## src/hdl/wut_pkg.sv

```systemverilog
// Package of the 32-bit wake-up timer: register map, field layout,
// reset values and the packed carriers used on the ports.
// Assumes a 32-bit APB master and source ticks synchronous to clk_i.
package wut_pkg;

  // ==========================================================================
  // Register byte addresses
  // ==========================================================================
  localparam logic [31:0] ADDR_RELOAD_VALUE = 32'hFFFF0340;
  localparam logic [31:0] ADDR_COUNT_VALUE = 32'hFFFF0344;
  localparam logic [31:0] ADDR_TIMER_CONTROL = 32'hFFFF0348;
  localparam logic [31:0] ADDR_INTERRUPT_CLEAR = 32'hFFFF034C;
  localparam logic [31:0] ADDR_INT_STATUS = 32'hFFFF0350;
  localparam logic [31:0] ADDR_INT_MASK = 32'hFFFF0354;

  // ==========================================================================
  // Reset values
  // ==========================================================================
  localparam logic [31:0] RST_RELOAD_VALUE = 32'h00000000;
  localparam logic [31:0] RST_COUNT_VALUE = 32'hFFFFFFFF;
  localparam logic [10:0] RST_TIMER_CONTROL = 11'h000;
  localparam logic [0:0] RST_INT_STATUS = 1'h0;
  localparam logic [0:0] RST_INT_MASK = 1'h0;

  // ==========================================================================
  // Control field layout (bits 31..11 reserved, read as zero)
  // ==========================================================================
  localparam int CTRL_WIDTH = 11;
  localparam int CTRL_SCALE_LSB = 0;
  localparam int CTRL_FMT_LSB = 4;
  localparam int CTRL_MODE_BIT = 6;
  localparam int CTRL_EN_BIT = 7;
  localparam int CTRL_DIR_BIT = 8;
  localparam int CTRL_CLKSEL_LSB = 9;
  localparam int INT_TIMEOUT_BIT = 0;

  // Clock source select codes
  localparam logic [1:0] CLKSEL_OSC32K = 2'h0;
  localparam logic [1:0] CLKSEL_CORE_DIV = 2'h1;
  localparam logic [1:0] CLKSEL_EXT_XTAL = 2'h2;
  localparam logic [1:0] CLKSEL_FULL = 2'h3;

  // Prescale codes and the prescale counter masks they select
  localparam logic [3:0] SCALE_DIV1 = 4'h0;
  localparam logic [3:0] SCALE_DIV16 = 4'h4;
  localparam logic [3:0] SCALE_DIV256 = 4'h8;
  localparam logic [3:0] SCALE_DIV32768 = 4'hF;
  localparam logic [14:0] MASK_DIV1 = 15'h0000;
  localparam logic [14:0] MASK_DIV16 = 15'h000F;
  localparam logic [14:0] MASK_DIV256 = 15'h00FF;
  localparam logic [14:0] MASK_DIV32768 = 15'h7FFF;

  // Count format codes
  localparam logic [1:0] FMT_BINARY = 2'h0;
  localparam logic [1:0] FMT_RESERVED = 2'h1;
  localparam logic [1:0] FMT_TOD23 = 2'h2;
  localparam logic [1:0] FMT_TOD255 = 2'h3;

  // Time-of-day field limits
  localparam logic [7:0] TOD_HUND_MAX = 8'h63;
  localparam logic [7:0] TOD_SEC_MAX = 8'h3B;
  localparam logic [7:0] TOD_MIN_MAX = 8'h3B;
  localparam logic [7:0] TOD_HR23_MAX = 8'h17;
  localparam logic [7:0] TOD_HR255_MAX = 8'hFF;

  // ==========================================================================
  // Carriers
  // ==========================================================================
  typedef struct packed {
    logic [1:0] clk_sel;
    logic dir;
    logic en;
    logic periodic;
    logic [1:0] fmt;
    logic [3:0] scale;
  } wut_ctrl_t;

  typedef struct packed {
    logic psel;
    logic penable;
    logic pwrite;
    logic [31:0] paddr;
    logic [31:0] pwdata;
  } wut_apb_req_t;

  typedef struct packed {
    logic [31:0] prdata;
    logic pready;
    logic pslverr;
  } wut_apb_rsp_t;

  typedef struct packed {
    logic osc32k;
    logic core_div;
    logic ext_xtal;
  } wut_tick_t;

endpackage : wut_pkg

```

## src/hdl/wut_top.sv

```systemverilog
// 32-bit wake-up timer with prescaler, binary or time-of-day count format,
// reload register, interrupt-clear register and APB register access.
// Assumes source ticks are one-cycle pulses synchronous to clk_i and an
// APB master that keeps to the protocol; the slave never inserts waits.
// Limitations worth knowing:
// - Core clock gating has no port; counting needs only clk_i and ticks
// - Time-of-day fields are plain binary per field, not BCD
// - Undefined prescale codes divide by one, reserved format counts binary
// - Overflow reloads only in periodic mode; free-running wraps
// - Writes to the count register are dropped without a bus error
`timescale 1ns/100ps

module wut_top (
  // Clock and reset
  input wire logic clk_i,
  input wire logic rstn_i,
  // APB slave port
  input wut_pkg::wut_apb_req_t apb_req_i,
  output wut_pkg::wut_apb_rsp_t apb_rsp_o,
  // Source clock ticks, one cycle each
  input wut_pkg::wut_tick_t tick_i,
  // Interrupt
  output logic irq_o
);
  import wut_pkg::*;

  // ==========================================================================
  // Functions
  // ==========================================================================

  // Prescale code to counter mask; undefined codes fall back to divide by 1
  function automatic logic [14:0] scale_mask(input logic [3:0] code);
    logic [14:0] m;
    m = MASK_DIV1;
    case (code)
      SCALE_DIV16: m = MASK_DIV16;
      SCALE_DIV256: m = MASK_DIV256;
      SCALE_DIV32768: m = MASK_DIV32768;
      default: m = MASK_DIV1;
    endcase
    return m;
  endfunction : scale_mask

  // Address decode for the error answer; the read mux decodes on its own
  function automatic logic addr_mapped(input logic [31:0] a);
    logic hit;
    hit = 1'b0;
    case (a)
      ADDR_RELOAD_VALUE: hit = 1'b1;
      ADDR_COUNT_VALUE: hit = 1'b1;
      ADDR_TIMER_CONTROL: hit = 1'b1;
      ADDR_INTERRUPT_CLEAR: hit = 1'b1;
      ADDR_INT_STATUS: hit = 1'b1;
      ADDR_INT_MASK: hit = 1'b1;
      default: hit = 1'b0;
    endcase
    return hit;
  endfunction : addr_mapped

  // One step of a single time-of-day field; returns {carry, next}
  function automatic logic [8:0] field_step(input logic [7:0] v, input logic up,
                                            input logic [7:0] max);
    logic [8:0] r;
    r = {1'b0, v};
    if (up) begin
      if (v >= max) begin
        r = {1'b1, 8'h00};
      end else begin
        r = {1'b0, 8'(v + 8'h01)};
      end
    end else begin
      if (v == 8'h00 || v > max) begin
        r = {1'b1, max};
      end else begin
        r = {1'b0, 8'(v - 8'h01)};
      end
    end
    return r;
  endfunction : field_step

  // Hours:minutes:seconds:hundredths step; returns {terminal, next}
  function automatic logic [32:0] tod_step(input logic [31:0] v, input logic up,
                                           input logic [7:0] hr_max);
    logic [8:0] h;
    logic [8:0] s;
    logic [8:0] m;
    logic [8:0] hr;
    logic [31:0] n;
    h = field_step(v[7:0], up, TOD_HUND_MAX);
    s = field_step(v[15:8], up, TOD_SEC_MAX);
    m = field_step(v[23:16], up, TOD_MIN_MAX);
    hr = field_step(v[31:24], up, hr_max);
    // Carries ripple upward only through fields that wrapped
    n = v;
    n[7:0] = h[7:0];
    if (h[8]) begin
      n[15:8] = s[7:0];
      if (s[8]) begin
        n[23:16] = m[7:0];
        if (m[8]) begin
          n[31:24] = hr[7:0];
        end
      end
    end
    return {h[8] & s[8] & m[8] & hr[8], n};
  endfunction : tod_step

  // Plain binary step; returns {terminal, next}
  function automatic logic [32:0] bin_step(input logic [31:0] v, input logic up);
    logic [32:0] r;
    if (up) begin
      r = {(v == 32'hFFFFFFFF), 32'(v + 32'h00000001)};
    end else begin
      r = {(v == 32'h00000000), 32'(v - 32'h00000001)};
    end
    return r;
  endfunction : bin_step

  // ==========================================================================
  // Registers and internal signals
  // ==========================================================================
  // Register state
  wut_ctrl_t ctrl_q;
  logic [31:0] reload_value_q;
  logic [31:0] count_value_q;
  logic [31:0] count_value_d;
  logic [14:0] pre_cnt_q;
  logic [0:0] int_status_q;
  logic [0:0] int_mask_q;
  logic [31:0] prdata_q;

  // Decode and datapath nets
  logic apb_setup;
  logic apb_access;
  logic apb_rd_setup;
  logic apb_wr;
  logic wr_reload;
  logic wr_ctrl;
  logic wr_clear;
  logic wr_status;
  logic wr_mask;
  logic src_tick;
  logic pre_tick;
  logic [14:0] pre_mask;
  logic step_en;
  logic [32:0] step_res;
  logic terminal;
  logic timeout;

  // ==========================================================================
  // APB decode
  // ==========================================================================

  // Zero-wait slave: access phase always completes in its first cycle
  assign apb_setup = apb_req_i.psel & ~apb_req_i.penable;
  assign apb_access = apb_req_i.psel & apb_req_i.penable;
  assign apb_wr = apb_access & apb_req_i.pwrite;
  assign apb_rd_setup = apb_setup & ~apb_req_i.pwrite;

  // Addresses must match a word exactly; anything else misses
  assign wr_reload = apb_wr & (apb_req_i.paddr == ADDR_RELOAD_VALUE);
  assign wr_ctrl = apb_wr & (apb_req_i.paddr == ADDR_TIMER_CONTROL);
  assign wr_clear = apb_wr & (apb_req_i.paddr == ADDR_INTERRUPT_CLEAR);
  assign wr_status = apb_wr & (apb_req_i.paddr == ADDR_INT_STATUS);
  assign wr_mask = apb_wr & (apb_req_i.paddr == ADDR_INT_MASK);

  // Response; read data comes from a flop loaded in the setup cycle
  // Error only in the access phase, so idle cycles stay quiet
  assign apb_rsp_o.prdata = prdata_q;
  assign apb_rsp_o.pready = 1'b1;
  assign apb_rsp_o.pslverr = apb_access & ~addr_mapped(apb_req_i.paddr);

  // ==========================================================================
  // Configuration registers
  // ==========================================================================

  // Control register; reserved bits are simply not stored
  // A write does not touch the count; a clear write restarts it
  always_ff @(posedge clk_i) begin
    if (!rstn_i) begin
      ctrl_q <= wut_ctrl_t'(RST_TIMER_CONTROL);
    end else if (wr_ctrl) begin
      ctrl_q <= wut_ctrl_t'(apb_req_i.pwdata[CTRL_WIDTH-1:0]);
    end
  end

  // Reload register
  always_ff @(posedge clk_i) begin
    if (!rstn_i) begin
      reload_value_q <= RST_RELOAD_VALUE;
    end else if (wr_reload) begin
      reload_value_q <= apb_req_i.pwdata;
    end
  end

  // Interrupt mask
  // One event source, so mask and status are a single bit
  always_ff @(posedge clk_i) begin
    if (!rstn_i) begin
      int_mask_q <= RST_INT_MASK;
    end else if (wr_mask) begin
      int_mask_q <= apb_req_i.pwdata[INT_TIMEOUT_BIT];
    end
  end

  // ==========================================================================
  // Clock source and prescaler
  // ==========================================================================

  // Source select; the full-rate choice ticks every cycle
  // Ticks are taken as already synchronous one-cycle pulses
  always_comb begin
    src_tick = 1'b0;
    case (ctrl_q.clk_sel)
      CLKSEL_OSC32K: src_tick = tick_i.osc32k;
      CLKSEL_CORE_DIV: src_tick = tick_i.core_div;
      CLKSEL_EXT_XTAL: src_tick = tick_i.ext_xtal;
      CLKSEL_FULL: src_tick = 1'b1;
      default: src_tick = 1'b0;
    endcase
  end

  // Mask of the low counter bits that make up one division
  assign pre_mask = scale_mask(ctrl_q.scale);

  // Prescale tick when the low counter bits are all ones for the division
  assign pre_tick = src_tick & ((pre_cnt_q & pre_mask) == pre_mask);

  // Prescale counter; held at zero while stopped so a restart is clean
  // A clear write restarts the division so the next period is whole
  always_ff @(posedge clk_i) begin
    if (!rstn_i) begin
      pre_cnt_q <= 15'h0000;
    end else if (!ctrl_q.en || wr_clear) begin
      pre_cnt_q <= 15'h0000;
    end else if (src_tick) begin
      pre_cnt_q <= 15'(pre_cnt_q + 15'h0001);
    end
  end

  // ==========================================================================
  // Counter
  // ==========================================================================

  // Step in the chosen format; reserved format counts as binary
  always_comb begin
    step_res = bin_step(count_value_q, ctrl_q.dir);
    case (ctrl_q.fmt)
      FMT_TOD23: step_res = tod_step(count_value_q, ctrl_q.dir, TOD_HR23_MAX);
      FMT_TOD255: step_res = tod_step(count_value_q, ctrl_q.dir, TOD_HR255_MAX);
      FMT_BINARY: step_res = bin_step(count_value_q, ctrl_q.dir);
      FMT_RESERVED: step_res = bin_step(count_value_q, ctrl_q.dir);
      default: step_res = bin_step(count_value_q, ctrl_q.dir);
    endcase
  end

  // Nothing here depends on core clock gating, only on the source ticks
  assign step_en = ctrl_q.en & pre_tick;
  assign terminal = step_res[32];
  assign timeout = step_en & terminal;

  // Next count: clear-register reload wins over a step in the same cycle
  // Free-running terminal step falls through to the wrapped value
  always_comb begin
    count_value_d = count_value_q;
    if (wr_clear) begin
      count_value_d = reload_value_q;
    end else if (step_en) begin
      if (terminal && ctrl_q.periodic) begin
        count_value_d = reload_value_q;
      end else begin
        count_value_d = step_res[31:0];
      end
    end
  end

  // Count register
  // Reset value is all ones, so an enabled down count starts at full scale
  always_ff @(posedge clk_i) begin
    if (!rstn_i) begin
      count_value_q <= RST_COUNT_VALUE;
    end else begin
      count_value_q <= count_value_d;
    end
  end

  // ==========================================================================
  // Interrupt
  // ==========================================================================

  // Sticky status; a timeout in the clearing cycle is kept
  always_ff @(posedge clk_i) begin
    if (!rstn_i) begin
      int_status_q <= RST_INT_STATUS;
    end else if (timeout) begin
      int_status_q <= 1'b1;
    end else if (wr_clear) begin
      int_status_q <= 1'b0;
    end else if (wr_status && apb_req_i.pwdata[INT_TIMEOUT_BIT]) begin
      // Software write-one-to-clear, as an alternative to the clear register
      int_status_q <= 1'b0;
    end
  end

  // Level output while an unmasked status bit is set
  // Drops in the cycle after a clear or mask write lands
  assign irq_o = |(int_status_q & int_mask_q);

  // ==========================================================================
  // Read data
  // ==========================================================================

  // Sampled in the setup cycle, stable through the access phase
  always_ff @(posedge clk_i) begin
    if (!rstn_i) begin
      prdata_q <= 32'h00000000;
    end else if (apb_rd_setup) begin
      case (apb_req_i.paddr)
        ADDR_RELOAD_VALUE: prdata_q <= reload_value_q;
        ADDR_COUNT_VALUE: prdata_q <= count_value_q;
        ADDR_TIMER_CONTROL: prdata_q <= {21'h000000, ctrl_q};
        ADDR_INT_STATUS: prdata_q <= {31'h00000000, int_status_q};
        ADDR_INT_MASK: prdata_q <= {31'h00000000, int_mask_q};
        // Clear register and unmapped addresses read as zero
        default: prdata_q <= 32'h00000000;
      endcase
    end
  end

endmodule : wut_top

```

## config.mk

```make
export PLATFORM = sky130hd
export DESIGN_NAME = wut_top
export DESIGN_NICKNAME = d
export VERILOG_FILES = /design/src/hdl/wut_pkg.sv /design/src/hdl/wut_top.sv
export SDC_FILE = /design/constraint.sdc
export NUM_CORES = 1
export LEC_CHECK = 0
export ABC_AREA = 1
export ABC_CLOCK_PERIOD_IN_PS = 5800
export BUFFER_PORTS_ARGS = -buffer_cell sky130_fd_sc_hd__buf_4
export CORE_ASPECT_RATIO = 1.5
export CORE_MARGIN = 2
export CORE_UTILIZATION = 55
export DETAILED_ROUTE_END_ITERATION = 8
export PLACE_DENSITY_LB_ADDON = 0.05
export SKIP_LAST_GASP = 1
export SYNTH_ARGS = -nofsm -noshare
export SYNTH_HDL_FRONTEND = slang
export SYNTH_SLANG_ARGS = --single-unit
```

## constraint.sdc

```tcl
create_clock -name clk_i -period 5.8 [get_ports clk_i]
set_input_delay 1.16 -clock clk_i [delete_from_list [all_inputs] [get_ports clk_i]]
set_output_delay 1.16 -clock clk_i [all_outputs]
set_load 0.05 [all_outputs]
```

==> results.md, run 1 <==
- Status: finished clean
- CTS tree: built
- Simple-Gate Fraction of Synth Area: 0.409
- Number of vias per cell: roughly 5.5
- Initial antenna violation count: 0
- Hold Buf Count CTS: 0
- Tcrit/Tclk final: 0.676
- Max incr delay on CP: 0.70 ns
- Worst hold path depth: 2
- Asr flop ratio synth: 0
- Share of layout cells above drive strength 1: 0.104
- Nets: 1917
- Setup bufs post-CTS: 0
- CTS buffer count: 17
- R2R depth: 9
- Post-synthesis compound-gate area fraction: 0.147
- Cells after Synth: 1733
- Syn_area_per_cell: approximately 6.0 sq um
- Endpoints failing setup: 0
- Mapped Area: just over 10000 sq um
- First-pass GRT wire length: approximately 50000 um
- Largest net degree at the start of global routing: 76
- Clock Latency Late Sink: 0.42 ns
- XOR/XNOR Fraction of Synth Area: 0.0331
- Hpwl dp: about 25000 um
- Ports: roughly 110
- Residual DRC: 0
- Least-Margin Pin Slew: between 1 and 1.5 ns
- Post-synthesis mux area share: 0
- Min cycle time layout: 3.92 ns
- Area delta synth->final: 14.6%
- Tightest Hold Check Type: register to register
- Crit path max fanout: 10
- Nature of the critical path startpoint: primary input
- Avg WL per Cell: around 15 um
- Highest clock rate: 0.255 GHz
- Synth Area in Adders: 0.0541
- Post-synthesis register bit count: roughly 120
- Root Buffer: clkbuf_16
- Crit path required time: roughly 4.6 ns
- Area share of the largest cell type after synthesis: 0.241
- Main combinational cell family by area after synthesis: simple AND/OR/NAND/NOR gates
- Antenna Nets Post-Route: 0
- Gr usage total: 0.325
- Peak supply drop: roughly 0.00028 V
- Worst Path Buf+Inv: 3
- Die area: ~20000 sq um
- Die Ht: between 150 and 200 um
- Via Count: between 10000 and 15000
- Area leader, netlist: dfxtp_1
- Slowest CP cell: nor4_4
- Pins over their slew limit: 0
- Max Cap Violations: 0
- Ant. Diodes: 0
- Initial DRC Count: between 900 and 1000
- CP top delay family: simple AND/OR/NAND/NOR gates
- Register area share after synthesis: 0.241
- Critical Setup Path Class: primary input to primary output
- Pleak: approximately 0.0056 uW
- Final-report hold violation count: 0
- CP Capture Type: primary output
- Row cnt: approximately 60
- Pwr/cell area: about 180 nW/um^2
- Routability Congestion: 0.982
- Number of global-route vias before repair: roughly 11000
- Util after Layout: 0.640
- RSZ-0062 raised after global routing: no
- Layout filler cell count: 1866
- Initial core utilization: 0.559
- Most frequent cell after synthesis: nand2_1
- H-tree levels: 4
- Clock slew at reported path FFs: ~0.060 ns
- Worst EP arrival: 2.76 ns
- Number of port buffers: roughly 110
- Post-Place Cells: 2034
- Prevailing post-synth register cell: dfxtp_1
- CTS Sinks: ~120
- Yosys warning count: 0
- Synth cell types: 51
- Quantity of gates resized following cts: 0
- Critical path cell sequence: buf_4, nand4_1, nor4_4, nand2_2, inv_1, o21ai_0, nand3_1, a211oi_1, buf_4
- Relative slew margins: 0.198
- Skew final: 0.00702 ns
- Worst-case clock buffer depth: 2
- Net Count, Synth: 1849
- Total negative setup slack: 0 ns
- Most used cell along the critical path: buf_4
- Post-synth EDFFs: 0
- Routed WL: about 32000 um
- Drt first pass iters: 5
- Most frequent cells after synthesis: nand2_1 (560), inv_1 (228), nor2_1 (169)
- Largest cells by area after synthesis: dfxtp_1 (24%), nand2_1 (20%), inv_1 (8.3%), nand3_1 (7.0%), nor2_1 (6.1%)
- Hold_ws: about 0.46 ns
- Core Footprint: ~18000 sq um
- Number of cells on the critical path: 9
- Die X: 116 um
- Final Non-Filler Cells: 2066
- Grt ovf: 0
[per-layer routing]
layer / GRT usage / up-vias / wire (um)
li1: - / 5766 / -
met1: 0.408 / 5097 / 13900
met2: 0.562 / 369 / 15300
met3: 0.0405 / 71 / 1610
met4: 0.125 / 0 / 1080
met5: 0 / - / 0
[power breakdown]
group | total, uW | leakage, uW | internal (uW) | switching, uW
clock network | 1160 | 0.000308 | 731 | 427
logic | 76.3 | 0.00432 | 35.8 | 40.4
registers | 852 | 0.00100 | 852 | 0.183
total | 2090 | 0.00563 | 1620 | 468
[registers in the layout, summed over array words and instances (netlist names)]
name	count
ctrl_q	11
reload_value_q	32
prdata_q	32
count_value_q	32
int_status_q	1
int_mask_q	1
pre_cnt_q	15
[final cells by class]
| class | count | area (sq um) | share of cell area |
|---|---|---|---|
| Multi-Input combinational cell | 1309 | 6640 | 0.562 |
| Sequential cell | 124 | 2480 | 0.210 |
| Inverter | 235 | 885 | 0.0748 |
| Timing Repair Buffer | 114 | 856 | 0.0724 |
| Clock buffer | 18 | 429 | 0.0363 |
| Tap cell | 252 | 315 | 0.0267 |
| Clock inverter | 14 | 209 | 0.0177 |
[worst reg2reg max path, stage by stage, from the launching register on]
cell      delay, ns
dfxtp_1        0.71
clkinv_1       0.94
nor2_1         1.09
nand4_1        0.21
nand2_2        0.16
nor2_8         0.07
inv_4          0.15
nor2_8         0.08
nand2_1        0.07
nand3_1        0.07
[layout by cell type, fill, tap and decap left out, drive strengths merged, types with 20 or more instances in the layout]
cell,count
nor2,177
inv,238
o22ai,29
nand2,572
nand3,151
a211oi,42
buf,114
nand4,35
a21oi,85
nor3,20
dfxtp,124
o21ai,59
ha,43
xor2,28
[logic make-up after synthesis]
| family | count (synthesis) |
|---|---|
| XOR/XNOR | 39 |
| AND/OR/NAND/NOR | 974 |
| buffers and inverters | 300 |
| adder cells (fa/ha/maj) | 44 |
| other | 1 |
| AO/OA/AOI/OAI | 251 |
| flip-flops | 124 |
[path summary, 6_finish.rpt]
path,startpoint,endpoint,slack (ns)
worst max-delay path,apb_req_i[53],apb_rsp_o[0],1.88
worst min-delay path,prdata_q[25],prdata_q[25],0.46
worst max register to register,ctrl_q[5],count_value_q[19],2.12
worst min register to register,prdata_q[25],prdata_q[25],0.46
[stage by stage]
step | setup WS [ns] | total power (uW) | instance area (sq um)
4_1_cts | 1.88 | 2090 | 11800
5_1_grt | 1.70 | 2140 | 11800
3_3_place_gp | 1.94 | 946 | 11200
2_1_floorplan | 1.76 | 898 | 10300
6_report | 1.88 | 2090 | 11800
3_5_place_dp | 1.88 | 946 | 11200
Power figures use the tool's default switching activity.
==> inputs of run 2 (changes only) <==
--- a/config.mk
+++ b/config.mk
@@ -5,12 +5,12 @@
 export SDC_FILE = /design/constraint.sdc
 export NUM_CORES = 1
 export LEC_CHECK = 0
-export ABC_AREA = 1
-export ABC_CLOCK_PERIOD_IN_PS = 5800
+export ABC_AREA = 0
+export ABC_CLOCK_PERIOD_IN_PS = 3250
 export BUFFER_PORTS_ARGS = -buffer_cell sky130_fd_sc_hd__buf_4
 export CORE_ASPECT_RATIO = 1.5
 export CORE_MARGIN = 2
-export CORE_UTILIZATION = 55
+export CORE_UTILIZATION = 54
 export DETAILED_ROUTE_END_ITERATION = 8
 export PLACE_DENSITY_LB_ADDON = 0.05
 export SKIP_LAST_GASP = 1
==> constraint.sdc (replaced) <==
create_clock -name clk_i -period 3.25 [get_ports clk_i]
set_input_delay 0.65 -clock clk_i [delete_from_list [all_inputs] [get_ports clk_i]]
set_output_delay 0.65 -clock clk_i [all_outputs]
set_load 0.05 [all_outputs]
==> run 2 against run 1 <==
Net effect:
- count of clock-buffer cells in the layout decreased by 1
- synthesized area decreased by 9.0%
- synthesized cell count fell by 27%
- clock skew up 0.0038 ns
- non-clock buffer count grew 86
- first-iteration DRC count down 2.0%
- hold slack better by 0.0030 ns
- critical path depth unchanged
- total power up 81%
- largest cell class unchanged
==> results.md, run 2 <==
- Gr usage total: 0.329
- Setup WS post-layout: ~0.086 ns
- Largest net degree at the start of global routing: between 50 and 60
- Core Footprint: around 17000 sq um
- Critical Setup Path Class: register to register
- Share of layout cells above drive strength 1: 0.194
- Prevailing post-synth register cell: dfxtp_1
- Largest cells by area after synthesis: dfxtp_1 (26%), nand2_1 (6.7%), a21oi_1 (6.5%), ha_1 (5.7%), nor2_1 (4.6%)
- Initial antenna violation count: 0
- Number of port buffers: approximately 110
- Post-DP Area: ~11000 sq um
- Util after Layout: 0.668
- Yosys warning count: 0
- CTS tree: built
- Tcrit/Tclk final: 0.974
- Crit path required time: approximately 3.5 ns
- Tightest Hold Check Type: register to register
- Avg WL per Cell: roughly 19 um
- Initial core utilization: 0.546
- Endpoints failing setup: 0
- Total negative setup slack: 0 ns
- Net Count, Synth: 1380
- Critical path cell sequence: a2111oi_0, nand2_1, a21oi_1, o41ai_4, a31oi_4, buf_12, nor3b_1, o311a_1, o31ai_1
- Reg2reg setup slack: 0.09 ns
- Area share of the largest cell type after synthesis: 0.264
- Number of global-route vias before repair: about 9300
- Pre-CTS setup slack: -0.0285 ns
- Die Ht: 165 um
- Power Total: between 3000 and 4000 uW
- Syn_area_per_cell: roughly 7.4 sq um
- Routed WL: between 30000 and 40000 um
- Post-Layout Inst Area: 11500 sq um
- Most frequent cell after synthesis: nand2_1
- RR Endpoint: count_value_q[26]
- Crit path max fanout: 31
- Nature of the critical path startpoint: register
- Status: finished clean
- R2R depth: 9
- Hold Buf Count CTS: 0
- Cells after Synth: 1264
- Via Count: between 10000 and 15000
- Max Cap Violations: 0
- Highest clock rate: 0.316 GHz
- Most common cell after layout, fill and taps aside: buf_4
- FF-to-FF Start: count_value_q[29]
- Initial DRC Count: between 900 and 1000
- Most frequent cells in the layout: buf_4 (194), nand2_1 (167), dfxtp_1 (122), a21oi_1 (121), nor2_1 (114)
- Residual DRC: 0
- Antenna Nets Post-Route: 0
- CP Capture Type: register
- Biggest regs: count_value_q (32), prdata_q (32), reload_value_q (32)
- Worst EP arrival: ~3.5 ns
- Pwr/cell area: around 330 nW/um^2
- Die area: between 15000 and 20000 sq um
- Grt ovf: 0
- Max incr delay on CP: between 0.8 and 0.9 ns
- Nets: 1500
- Root Buffer: clkbuf_16
- Clock slew at reported path FFs: 0.06 ns
- Setup crit end: count_value_q[26]
- Peak supply drop: 0.000358 V
- Slowest CP cell: a2111oi_0
- RSZ-0062 raised after global routing: yes
- Mapped Area: between 9000 and 10000 sq um
- Synth cell types: 87
- Number of vias per cell: roughly 6.4
- Least-Margin Pin Slew: around 1.1 ns
- Row cnt: 59
- Routability Congestion: between 0.9 and 1
- Pins over their slew limit: 0
- Area leader, netlist: dfxtp_1
- Ant. Diodes: 0
- Area delta synth->final: 22.3%
- Clock Latency Late Sink: 0.41 ns
- CTS buffer count: 17
- Hpwl dp: 22900 um
- Asr flop ratio synth: 0
- Post-synthesis register bit count: ~120
- First-pass GRT wire length: approximately 49000 um
- CTS Sinks: ~120
- Register area share after synthesis: 0.264
- Die X: roughly 110 um
- Worst-case clock buffer depth: 2
- Skew final: between 0.01 and 0.015 ns
- Layout filler cell count: roughly 1500
- H-tree levels: 4
- Ports: 107
- Critical path startpoint: count_value_q[29]
- Min cycle time layout: around 3.2 ns
- Drt first pass iters: 5
- Most frequent cells after synthesis: nand2_1 (168), dfxtp_1 (124), a21oi_1 (122)
- Relative slew margins: 0.279
- Pleak: 0.00443 uW
- Final-report hold violation count: 0
- Post-synth EDFFs: 0
==> run 2: cell count changes after synthesis, sizes merged, moves of 16 or more <==
cell,delta
a21oi,+38
o22ai,-24
nand3,-106
a22oi,+28
nor2,-63
clkbuf,+47
or3,+16
inv,-202
nand2,-404
==> run 2: critical path: cells and delay by family (launching register included) <==
family	cells	cell delay [ns]
AND/OR/NAND/NOR	2	0.49
flip-flops	1	0.41
buffers and inverters	1	0.22
AO/OA/AOI/OAI	6	1.92
==> run 2: worst min path at each step <==
stage | slack (ns) | start | cells past startpoint | end
final | 0.47 | reload_value_q[13] | 2 | reload_value_q[13]
after floorplan | 0.45 | reload_value_q[27] | 2 | reload_value_q[27]
after detailed placement | 0.46 | reload_value_q[13] | 2 | reload_value_q[13]
after CTS | 0.47 | reload_value_q[13] | 2 | reload_value_q[13]
after global placement | 0.46 | reload_value_q[7] | 2 | reload_value_q[7]
after global routing | 0.48 | apb_req_i[22] | 3 | reload_value_q[22]
==> run 2: power breakdown <==
part / internal, uW / switching [uW]
registers: 1540 / 11.6
logic: 102 / 150
clock network: 1220 / 750
total: 2860 / 911
==> run 2: layout make-up <==
| cell class | instances | area [sq um] | share of cell area |
|---|---|---|---|
| sequential | 124 | 2490 | 0.217 |
| inverter | 31 | 124 | 0.0108 |
| tap | 213 | 267 | 0.0232 |
| multi-input combinational | 1010 | 6430 | 0.560 |
| timing repair buffer | 200 | 1560 | 0.136 |
| clock inverter | 14 | 185 | 0.0161 |
| clock buffer | 17 | 425 | 0.0370 |
==> run 2: layer usage <==
metal	global-route usage	vias to the layer above	share of wire
li1	-	4958	-
met1	0.460	4793	0.44
met2	0.527	430	0.46
met3	0.0518	55	0.073
met4	0.0971	0	0.025
met5	0	-	0
==> run 2: cells by family (layout without fill, tap and decap cells) <==
family | after synthesis | count (layout) | synth area share
adder cells (fa/ha/maj) | 44 | 44 | 0.0594
buffers and inverters | 130 | 262 | 0.0578
XOR/XNOR | 48 | 48 | 0.0448
multiplexers | 15 | 15 | 0.0179
other | 1 | 1 | 0.000399
AO/OA/AOI/OAI | 434 | 434 | 0.317
AND/OR/NAND/NOR | 468 | 468 | 0.238
flip-flops | 124 | 124 | 0.264
==> run 2: per-stage QoR <==
| step | cells | hold slack [ns] |
|---|---|---|
| after detailed placement | 1577 | 0.461 |
| after CTS | 1609 | 0.468 |
| after global routing | 1609 | 0.483 |
| after global placement | 1577 | 0.459 |
| after floorplan | 1264 | 0.445 |
| final | 1609 | 0.468 |
==> run 2: repair_timing <==
| item | CTS | global route |
|---|---|---|
| resized for setup | 3 | 13 |
| endpoints found under the setup margin | 3 | 15 |
| endpoints found under the hold margin | 0 | 0 |
| setup buffers | 1 | 0 |
| cloned | 0 | 0 |
| pin swaps | 1 | 0 |
